===== config.mk =====
export PLATFORM = sky130hd
export DESIGN_NAME = twsp_port
export DESIGN_NICKNAME = d
export VERILOG_FILES = /design/src/inc/twsp_pkg.sv /design/src/inc/twsp_reg_if.sv /design/src/hw/twsp_port.sv /design/src/hw/twsp_regs.sv
export SDC_FILE = /design/constraint.sdc
export NUM_CORES = 1
export LEC_CHECK = 0
export ABC_AREA = 1
export ABC_CLOCK_PERIOD_IN_PS = 8400
export BUFFER_PORTS_ARGS = -buffer_cell sky130_fd_sc_hd__buf_2
export CAP_MARGIN = 20
export CORE_MARGIN = 2
export CORE_UTILIZATION = 45
export DETAILED_ROUTE_END_ITERATION = 12
export MAX_ROUTING_LAYER = met4
export PLACE_DENSITY = 0.57
export SYNTH_ARGS = -nofsm -noshare
export SYNTH_HDL_FRONTEND = slang
export SYNTH_SLANG_ARGS = --single-unit

===== constraint.sdc =====
create_clock -name CLK_I -period 8.4 [get_ports CLK_I]
set_clock_uncertainty 0.1 [all_clocks]
set_input_delay 1.68 -clock CLK_I [delete_from_list [all_inputs] [get_ports CLK_I]]
set_output_delay 1.68 -clock CLK_I [all_outputs]
set_load 0.01 [all_outputs]

===== src/inc/twsp_pkg.sv =====
package twsp_pkg;

    // Core clock rate and period in picoseconds
    localparam int CLK_HZ = 25000000;
    localparam longint CLK_PS = 40000;

    // Power-down pulse length that sets pd_long; a shorter pulse also resynchronises the port
    localparam longint PD_MIN_US = 100;
    localparam int PD_MIN_CYC = int'((PD_MIN_US * 1000000 + CLK_PS - 1) / CLK_PS);

    // Transaction watchdog, typical figure in milliseconds
    localparam longint WDOG_MS = 900;
    localparam int WDOG_CYC = int'((WDOG_MS * 1000000000) / CLK_PS);

    // Frame layout
    localparam int ADDR_BITS = 7;
    localparam int DATA_BITS = 8;
    localparam int FRAME_BITS = 16;
    localparam logic [4:0] BIT_CNT_RESET = 5'h00;
    localparam logic [4:0] ADDR_LAST = 5'h08;
    localparam logic [4:0] FRAME_LAST = 5'h10;

    // Direction bit values in the address byte
    localparam logic DIR_WRITE = 1'b1;
    localparam logic DIR_READ = 1'b0;

    // Port sequencing states
    typedef enum logic [3:0]
    {
        TWSP_IDLE_ST = 4'b0001,
        TWSP_ADDR_ST = 4'b0010,
        TWSP_WDATA_ST = 4'b0100,
        TWSP_RDATA_ST = 4'b1000
    } twsp_state_type;

endpackage


===== src/inc/twsp_reg_if.sv =====
`timescale 1ns/100ps
// Register access path between the port and the register file
interface twsp_reg_if;
    logic [6:0] addr;   // Register address
    logic [7:0] wdata;  // Write data
    logic wr_stb;       // One-cycle write strobe
    logic [7:0] rdata;  // Read data, zero for unknown address
    logic hit;          // Address is implemented

    modport port
    (
        output addr,
        output wdata,
        output wr_stb,
        input rdata,
        input hit
    );
    modport regs
    (
        input addr,
        input wdata,
        input wr_stb,
        output rdata,
        output hit
    );
endinterface


===== src/hw/twsp_port.sv =====
`timescale 1ns/100ps
module twsp_port
    import twsp_pkg::*;
(
    input wire logic CLK_I,
    input wire logic RST_N_I,
    input wire logic SCLK_I,
    input wire logic SDIO_I,
    input wire logic POWER_DOWN_PIN_I,
    output logic SDIO_O,
    output logic SDIO_OE_O,
    output logic BUSY_O
);

    // ****************************************
    // Reset release
    // ****************************************
    logic [1:0] rst_sync_reg;  // Two-stage release chain
    logic rst_n;               // Internal reset

    // Assert at once, release after two clocks
    always_ff @(posedge CLK_I or negedge RST_N_I)
    begin
        if (!RST_N_I)
            rst_sync_reg <= 2'b00;
        else
            rst_sync_reg <= {rst_sync_reg[0], 1'b1};
    end
    assign rst_n = rst_sync_reg[1];

    // ****************************************
    // Pin synchronisers
    // ****************************************
    logic [2:0] sclk_sync_reg;  // Serial clock chain
    logic [2:0] sdio_sync_reg;  // Data line chain
    logic [2:0] pd_sync_reg;    // Power-down chain
    logic sclk_reg;             // Filtered clock level
    logic sdio_reg;             // Filtered data level
    logic pd_reg;               // Filtered power-down level
    logic sclk_rise;            // Rising edge pulse
    logic sclk_fall;            // Falling edge pulse

    // Three stages; a change counts once stages two and three agree
    always_ff @(posedge CLK_I or negedge rst_n)
    begin
        if (!rst_n)
        begin
            sclk_sync_reg <= 3'h7;
            sdio_sync_reg <= 3'h7;
            pd_sync_reg <= 3'h0;
        end
        else
        begin
            sclk_sync_reg <= {sclk_sync_reg[1:0], SCLK_I};
            sdio_sync_reg <= {sdio_sync_reg[1:0], SDIO_I};
            pd_sync_reg <= {pd_sync_reg[1:0], POWER_DOWN_PIN_I};
        end
    end

    // Filtered levels update only on agreement
    always_ff @(posedge CLK_I or negedge rst_n)
    begin
        if (!rst_n)
        begin
            sclk_reg <= 1'b1;
            sdio_reg <= 1'b1;
            pd_reg <= 1'b0;
        end
        else
        begin
            if (sclk_sync_reg[1] == sclk_sync_reg[2])
                sclk_reg <= sclk_sync_reg[2];
            if (sdio_sync_reg[1] == sdio_sync_reg[2])
                sdio_reg <= sdio_sync_reg[2];
            if (pd_sync_reg[1] == pd_sync_reg[2])
                pd_reg <= pd_sync_reg[2];
        end
    end

    // Edges from agreeing stages against the filtered level
    assign sclk_rise = !sclk_reg && sclk_sync_reg[1] && sclk_sync_reg[2];
    assign sclk_fall = sclk_reg && !sclk_sync_reg[1] && !sclk_sync_reg[2];

    // ****************************************
    // Power-down pulse width
    // ****************************************
    logic [$clog2(PD_MIN_CYC+1)-1:0] pd_cnt_reg;  // High-time counter
    logic pd_long;                                 // Pulse long enough

    // Counts power-down high time; a long pulse also frees the line
    always_ff @(posedge CLK_I or negedge rst_n)
    begin
        if (!rst_n)
            pd_cnt_reg <= '0;
        else if (!pd_reg)
            pd_cnt_reg <= '0;
        else if (!pd_long)
            pd_cnt_reg <= pd_cnt_reg + 1'b1;
    end
    assign pd_long = (pd_cnt_reg == ($bits(pd_cnt_reg))'(PD_MIN_CYC));

    // ****************************************
    // Transaction watchdog
    // ****************************************
    logic [$clog2(WDOG_CYC+1)-1:0] wdog_cnt_reg;  // Time since first edge
    logic wdog_expired;                             // Stalled transaction
    twsp_state_type state_reg;                      // Port state
    twsp_state_type state_next;                     // Next port state

    // Runs from the first clock edge of a frame until it ends
    always_ff @(posedge CLK_I or negedge rst_n)
    begin
        if (!rst_n)
            wdog_cnt_reg <= '0;
        else if (state_reg == TWSP_IDLE_ST || pd_reg)
            wdog_cnt_reg <= '0;
        else if (!wdog_expired)
            wdog_cnt_reg <= wdog_cnt_reg + 1'b1;
    end
    assign wdog_expired = (wdog_cnt_reg == ($bits(wdog_cnt_reg))'(WDOG_CYC));

    // ****************************************
    // Framing
    // ****************************************
    twsp_reg_if rif();
    logic [4:0] bit_cnt_reg;   // Rising edges seen in frame
    logic [7:0] shift_reg;     // Shift register, MSB first
    logic [6:0] addr_reg;      // Captured address
    logic port_reset;          // Resync from power-down or watchdog
    logic wr_stb_reg;          // Register write strobe

    // Power-down high or timeout returns the port to idle
    assign port_reset = pd_reg || wdog_expired;

    // Next state on serial clock edges
    always_comb
    begin
        state_next = state_reg;
        case (state_reg)
            TWSP_IDLE_ST:
                // Only host clock edges open a frame
                if (sclk_fall || sclk_rise)
                    state_next = TWSP_ADDR_ST;
            TWSP_ADDR_ST:
                if (sclk_rise && bit_cnt_reg == ADDR_LAST - 5'h01)
                    state_next = (shift_reg[6] == DIR_WRITE) ? TWSP_WDATA_ST
                                                             : TWSP_RDATA_ST;
            TWSP_WDATA_ST:
                if (sclk_rise && bit_cnt_reg == FRAME_LAST - 5'h01)
                    state_next = TWSP_IDLE_ST;
            TWSP_RDATA_ST:
                // Frame ends on the falling edge after the last bit
                if (sclk_fall && bit_cnt_reg == FRAME_LAST)
                    state_next = TWSP_IDLE_ST;
            default:
                state_next = TWSP_IDLE_ST;
        endcase
    end

    // State register
    always_ff @(posedge CLK_I or negedge rst_n)
    begin
        if (!rst_n)
            state_reg <= TWSP_IDLE_ST;
        else if (port_reset)
            state_reg <= TWSP_IDLE_ST;
        else
            state_reg <= state_next;
    end

    // Bit counter counts rising edges of the frame
    always_ff @(posedge CLK_I or negedge rst_n)
    begin
        if (!rst_n)
            bit_cnt_reg <= BIT_CNT_RESET;
        else if (port_reset || state_next == TWSP_IDLE_ST)
            bit_cnt_reg <= BIT_CNT_RESET;
        else if (sclk_rise)
            bit_cnt_reg <= bit_cnt_reg + 5'h01;
    end

    // Shift in on rising edges, MSB first
    always_ff @(posedge CLK_I or negedge rst_n)
    begin
        if (!rst_n)
            shift_reg <= 8'h00;
        else if (port_reset)
            shift_reg <= 8'h00;
        else if (sclk_rise && state_reg != TWSP_RDATA_ST)
            shift_reg <= {shift_reg[6:0], sdio_reg};
        else if (state_reg == TWSP_RDATA_ST && sclk_rise)
            shift_reg <= {shift_reg[6:0], 1'b0};
    end

    // Capture address at end of first byte
    always_ff @(posedge CLK_I or negedge rst_n)
    begin
        if (!rst_n)
            addr_reg <= 7'h00;
        else if (sclk_rise && state_reg == TWSP_ADDR_ST && bit_cnt_reg == ADDR_LAST - 5'h01)
            addr_reg <= {shift_reg[5:0], sdio_reg};
    end

    // Write strobe after sixteenth rising edge; never on a reset
    always_ff @(posedge CLK_I or negedge rst_n)
    begin
        if (!rst_n)
            wr_stb_reg <= 1'b0;
        else
            wr_stb_reg <= !port_reset && sclk_rise && state_reg == TWSP_WDATA_ST
                          && bit_cnt_reg == FRAME_LAST - 5'h01;
    end

    assign rif.addr = addr_reg;
    assign rif.wdata = shift_reg;
    assign rif.wr_stb = wr_stb_reg;

    // ****************************************
    // Read data driver
    // ****************************************
    logic [7:0] out_reg;   // Outgoing data bits
    logic oe_reg;          // Pin driven by this device
    logic sdo_reg;         // Pin output level

    // Load once the read address is known; shift on later falling edges
    always_ff @(posedge CLK_I or negedge rst_n)
    begin
        if (!rst_n)
        begin
            out_reg <= 8'h00;
            oe_reg <= 1'b0;
            sdo_reg <= 1'b0;
        end
        else if (pd_long || port_reset)
        begin
            oe_reg <= 1'b0;
            sdo_reg <= 1'b0;
        end
        else if (state_reg == TWSP_RDATA_ST)
        begin
            if (bit_cnt_reg == ADDR_LAST && !oe_reg)
            begin
                // First read cycle: D7 must stand before the host's next rise
                out_reg <= {rif.rdata[6:0], 1'b0};
                sdo_reg <= rif.rdata[7];
                oe_reg <= 1'b1;
            end
            else if (sclk_fall && bit_cnt_reg == FRAME_LAST)
                oe_reg <= 1'b0;
            // The fall ahead of the ninth rise keeps D7 on the line
            else if (sclk_fall && oe_reg && bit_cnt_reg != ADDR_LAST)
            begin
                sdo_reg <= out_reg[7];
                out_reg <= {out_reg[6:0], 1'b0};
            end
        end
        else
            oe_reg <= 1'b0;
    end

    assign SDIO_O = sdo_reg;
    assign SDIO_OE_O = oe_reg;
    assign BUSY_O = (state_reg != TWSP_IDLE_ST);

    // ****************************************
    // Register file
    // ****************************************
    twsp_regs #(
        .NUM_REGS(18)
    ) u_regs (
        .clk_i(CLK_I),
        .rst_n_i(rst_n),
        .bus(rif.regs)
    );

endmodule


===== src/hw/twsp_regs.sv =====
`timescale 1ns/100ps
// Small register file behind the serial port
module twsp_regs
    import twsp_pkg::*;
#(
    parameter int NUM_REGS = 18
)
(
    input wire logic clk_i,
    input wire logic rst_n_i,
    twsp_reg_if.regs bus
);

    // Register storage, kept across a power-down resync
    logic [7:0] store_reg [NUM_REGS];

    // ****************************************
    // Storage
    // ****************************************
    // One generate entry per register
    genvar g;
    generate
        for (g = 0; g < NUM_REGS; g++)
        begin : g_reg
            always_ff @(posedge clk_i or negedge rst_n_i)
            begin
                if (!rst_n_i)
                    store_reg[g] <= 8'h00;
                else if (bus.wr_stb && bus.addr == 7'(g))
                    store_reg[g] <= bus.wdata;
            end
        end
    endgenerate

    // Unimplemented addresses read as zero
    assign bus.hit = (bus.addr < 7'(NUM_REGS));
    assign bus.rdata = bus.hit ? store_reg[bus.addr[4:0]] : 8'h00;

endmodule


After elaboration in Yosys (flattened, before gate mapping). Index checks and enable logic that the tools add are counted. W data, S select, Z words.

Bits in registers: 230. Latch bits: 0. Bits in writable memories: 0. Bits in read-only memories: 0. Bits of input ports: 5. Output and inout bits: 3. Logic and storage cells: 166. Memories: 0.

$add $sub $neg: 3. Multipliers: 0. Div/mod/pow operators: 0. Order comparisons: 2. Eq/ne operators: 39. Shift operators: 0. Muxes and demuxes: 32. Bitwise logic cells: 2. Reduce and logical (&&, ||, !) cells: 53.

Operators by type and width (count): $mux W8 (9); $eq A7 B4 Y1 const B (8); $mux W25 (2); $bmux W8 S5 (1); $logic_and A1 B1 Y1 (35); $eq A7 B3 Y1 const B (4); $add A25 B1 Y25 const B (1); $eq A25 B25 Y1 const B (1); $mux W12 (2); $mux W4 (6); $pmux W4 S4 (1); $eq A7 B2 Y1 const B (2); $eq A7 B5 Y1 const B (2); $add A12 B1 Y12 const B (1); $eq A12 B12 Y1 const B (1); $eq A5 B4 Y1 const B (2); $mux W5 (2); $mux W1 (9); $eq A4 B1 Y1 const B (2); $eq A7 B1 Y1 const B (1); $logic_not A7 Y1 (1); $lt A7 B5 Y1 const B (1); $ge A6 B6 Y1 const B (1); $not A5 Y6 (1); 21 further kinds (35).

Longest topological paths before layout.
Depth in word-level cells: 10. Mapped depth: 13. Depth with buffers taken out: 12.

By module. From an unflattened synthesis, not the netlist that was laid out.

Cells, all modules: 1445. Area, all modules: 11167.0 um^2.

Modules (own cells, without submodules): twsp_regs (instances 1, cells each 920, area an instance 6800.3 um^2, sequential area each 3603.5 um^2); twsp_port (instances 1, cells each 525, area an instance 4366.7 um^2, sequential area each 2138.3 um^2).

Worst setup path after synthesis. OpenSTA, ideal clock, no wires.

Path type: register to output. From: register state_reg[2]. To: output port BUSY_O. Arrival: 0.690 ns. Required time: 6.620 ns. Slack: 5.930 ns. Stages on the path, launching flop included: 3. Path buffers: 0. Cell sequence: dfrtp_1 > nor2_1 > nand3_1.

Cells in the longest elaborated chain, start to end: 1.

Ends and longest elaborated chain: start: declaration (line twsp_port.sv:107) `twsp_state_type state_reg;`; start signal: assignment (line twsp_port.sv:168) `state_reg <= state_next;`; $ne A4 B1 Y1 (line twsp_port.sv:263) `assign BUSY_O = (state_reg != TWSP_IDLE_ST);`; end: declaration (line twsp_port.sv:12) `output logic BUSY_O`.

No other way between the ends.

Worst setup path in the final report. Ends and elaborated chain as after synthesis.

==> impl_metrics.tcl <==
set metrics [dict create \
    rows 57 \
    die_x_um 162 \
    rsz0062_at_grt "false" \
    vdd_drop_max_mv 0.152 \
    max_cap_viol_count 0 \
    port_buffers 7 \
    clk_pin_slew_ns 0.06 \
    dp_hpwl_mm 16.9 \
    status "finished, final reports clean" \
    hold_buffers 0 \
    cts_num_sinks 229 \
    hold_viol 0 \
    die_h_um 162 \
    startpoint "state_reg[2]" \
    cts_resized 0 \
    fin_crit_sh_pct 38.9 \
    synth_warnings 0 \
    synth_edf_count 0 \
    synth_most_common_cell "nand2_1" \
    switchingPower_mw 0.518 \
    grt_max_degree 175 \
    die-area_um2 26400 \
    postSynth.asyncResetShare_pct 100 \
    area.growth.synth_to_final_pct 9.31 \
    crit_chain "nor2_1, nand3_1, buf_2" \
    drc 0 \
    synth.area.top_cells "dfrtp_1 (49%), nand2_1 (21%), o21ai_0 (4.8%), o21ai_2 (4.0%), nor2_1 (2.8%)" \
    p_comb_share_pct 3.0 \
    io_pins 8 \
    cts_buffers 27 \
    dpl_cell_area_um2 11500 \
    coreArea_um2 24500 \
    synth_top_cell_area_share_pct 48.8 \
    ctsRootBufferMaster "clkbuf_16" \
    grt_pass1_wl_mm 46.1 \
    p_sw_share_pct 22.1 \
    grt_pass1_vias 8684 \
    route.antenna.remaining_nets 0 \
    min_path_type "flip-flop to flip-flop" \
    start_util_pct 46.1 \
    synth.distinct_cells 42 \
    min_period_ns 3.27 \
    synth_seq_cells 229 \
    first_pass_iters 5 \
    largest_reg_flops 144 \
    grt_antenna_before_repair 0 \
    synth_area_um2 11300 \
    slew_viol_final 0 \
    r2r_start "addr_reg[0]" \
    setup-tns-final_ns 0 \
    ys_seq_area_share_pct 50.9 \
    crit_type "flip-flop to output port" \
    n_fill_cell 2431 \
    vias 8844 \
    pwr-share-clk_pct 48.7 \
    wl_per_cell_um 15.7 \
    place_ws_ns 5.17 \
    fin_nets 1420 \
    gr-total-overflow 0 \
    synth-main-ff-cell "dfrtp_1" \
    synth_nets 1439 \
    cpMaxStageDelayCell "dfrtp_1" \
    cp-start-kind "flip-flop" \
    p_per_area_nw_per_um2 190 \
    max_slew_margin_pct 26.5 \
    crit_required_ns 6.62 \
    postSynthCellCount 1427 \
    critPathArrivalTime_ns 1.49 \
    synth_top_cell_by_area "dfrtp_1" \
    critPathCaptureType "output port" \
    synthTopCellsByCount "nand2_1 (618), dfrtp_1 (220), o21ai_0 (108)" \
    p_int_mw 1.82 \
    seq_power_share_pct 48.3 \
    layout-drive-gt1-share_pct 10.7 \
    ctsHtreeMaxLevel 1 \
    track_usage_pct 22.4 \
    cts_max_path_buffers 3 \
    fin_area_um2 12300 \
    drtIter0Drc 724 \
    syn-mean-instance-area_um2 7.91 \
    cts_tree "built" \
    slowest_delay_ns 0.39 \
    holdWs_ns 0.244 \
    critPathBufInv 1 \
    setup-violations-final 0 \
    clock_latency_ns 0.53 \
    worstMarginPinSlew_ns 1.10 \
    p_leak_nw 5.94 \
    antenna_cells 0 \
    postCtsSetupBuffers 0 \
    cp_max_fo 4 \
    hp-start "rst_sync_reg[0]" \
    gp_congestion 0.850 \
    fmax_ghz 0.306 \
    path_delay_family "flip-flops" \
    layout_setup_ws_ns 5.13 \
    vias_per_cell 5.05 \
    total_power_mw 2.34 \
    routed_wirelength_mm 27.5 \
]
==> cells by family (layout without fill, tap and decap cells) <==
| group | after synthesis | after routing | synth area share [%] |
|---|---|---|---|
| DFF | 229 | 229 | 50.9 |
| and+or+nand+nor | 819 | 819 | 30.3 |
| adders and majority gates | 9 | 9 | 0.953 |
| other | 1 | 1 | 0.0332 |
| AOI/OAI and AO/OA | 219 | 219 | 11.7 |
| xor gates and xnor gates | 6 | 6 | 0.466 |
| buffers and inverters | 144 | 144 | 5.71 |
==> cell usage in the layout, fill, tap and decap left out, types with 2 or more instances in the layout <==
cell type	synthesis	routed
nand3_1	50	50
nor2_1	84	84
nor2_4	3	3
nor3_1	23	23
buf_2	23	7
clkbuf_1	23	9
clkbuf_16	0	27
nand3_4	2	2
o21bai_1	2	2
nor2_2	5	5
nand2_1	618	618
nor3_2	2	2
clkbuf_8	0	8
clkinv_2	0	3
buf_12	0	2
dfrtp_1	220	218
ha_1	7	7
dfstp_2	9	9
o21ai_2	52	52
a31oi_1	3	3
nand3_2	3	3
maj3_1	2	2
inv_2	3	3
nand2_4	10	10
xor2_1	5	5
buf_4	2	5
inv_1	78	78
a21oi_1	20	20
nand2_2	4	4
nor3_4	3	3
o21ai_1	28	28
nand4_1	10	10
o21ai_0	108	108
==> worst paths after layout <==
check / endpoint / slack, ns / cells after the start
max in group asynchronous: pd_reg / 6.44 / 1
min reg2reg: rst_sync_reg[1] / 0.24 / 0
max: BUSY_O / 5.13 / 3
max reg2reg: u_regs.store_reg[108] / 5.23 / 4
min: rst_sync_reg[1] / 0.24 / 0
min in group asynchronous: u_regs.store_reg[54] / 0.29 / 0
==> per-layer routing <==
layer / vias to the layer above / global-route usage, % / share of wire [%]
met5: - / - / 0
met4: 0 / 6.23 / 2.3
li1: 4516 / - / -
met3: 48 / 2.83 / 3.6
met2: 134 / 34.6 / 45
met1: 4146 / 31.5 / 49
==> layout make-up <==
| cell class | count | area [um2] | area share [%] |
|---|---|---|---|
| clock buffer | 44 | 820 | 6.64 |
| timing repair buffer | 14 | 113 | 0.913 |
| inverter | 82 | 308 | 2.49 |
| sequential | 229 | 5750 | 46.6 |
| multi-input combinational | 1054 | 4900 | 39.7 |
| tap | 324 | 405 | 3.29 |
| clock inverter | 4 | 45.0 | 0.365 |
==> power by group through the flow <==
stage,Combinational [mW],Sequential [mW],Clock [mW]
floorplan,0.0405,1.16,0
global placement,0.0718,1.15,0
detailed placement,0.0724,1.15,0
CTS,0.0726,1.13,1.17
global route,0.0829,1.13,1.22
finish,0.0704,1.13,1.14
==> stage by stage <==
stage / util [%] / cells
floorplan: - / 1427
global placement: 46.8 / 1702
detailed placement: 46.8 / 1702
CTS: 50.4 / 1750
global route: 50.4 / 1751
finish: 50.4 / 1751
No activity file was read; power rests on OpenSTA's default activity.
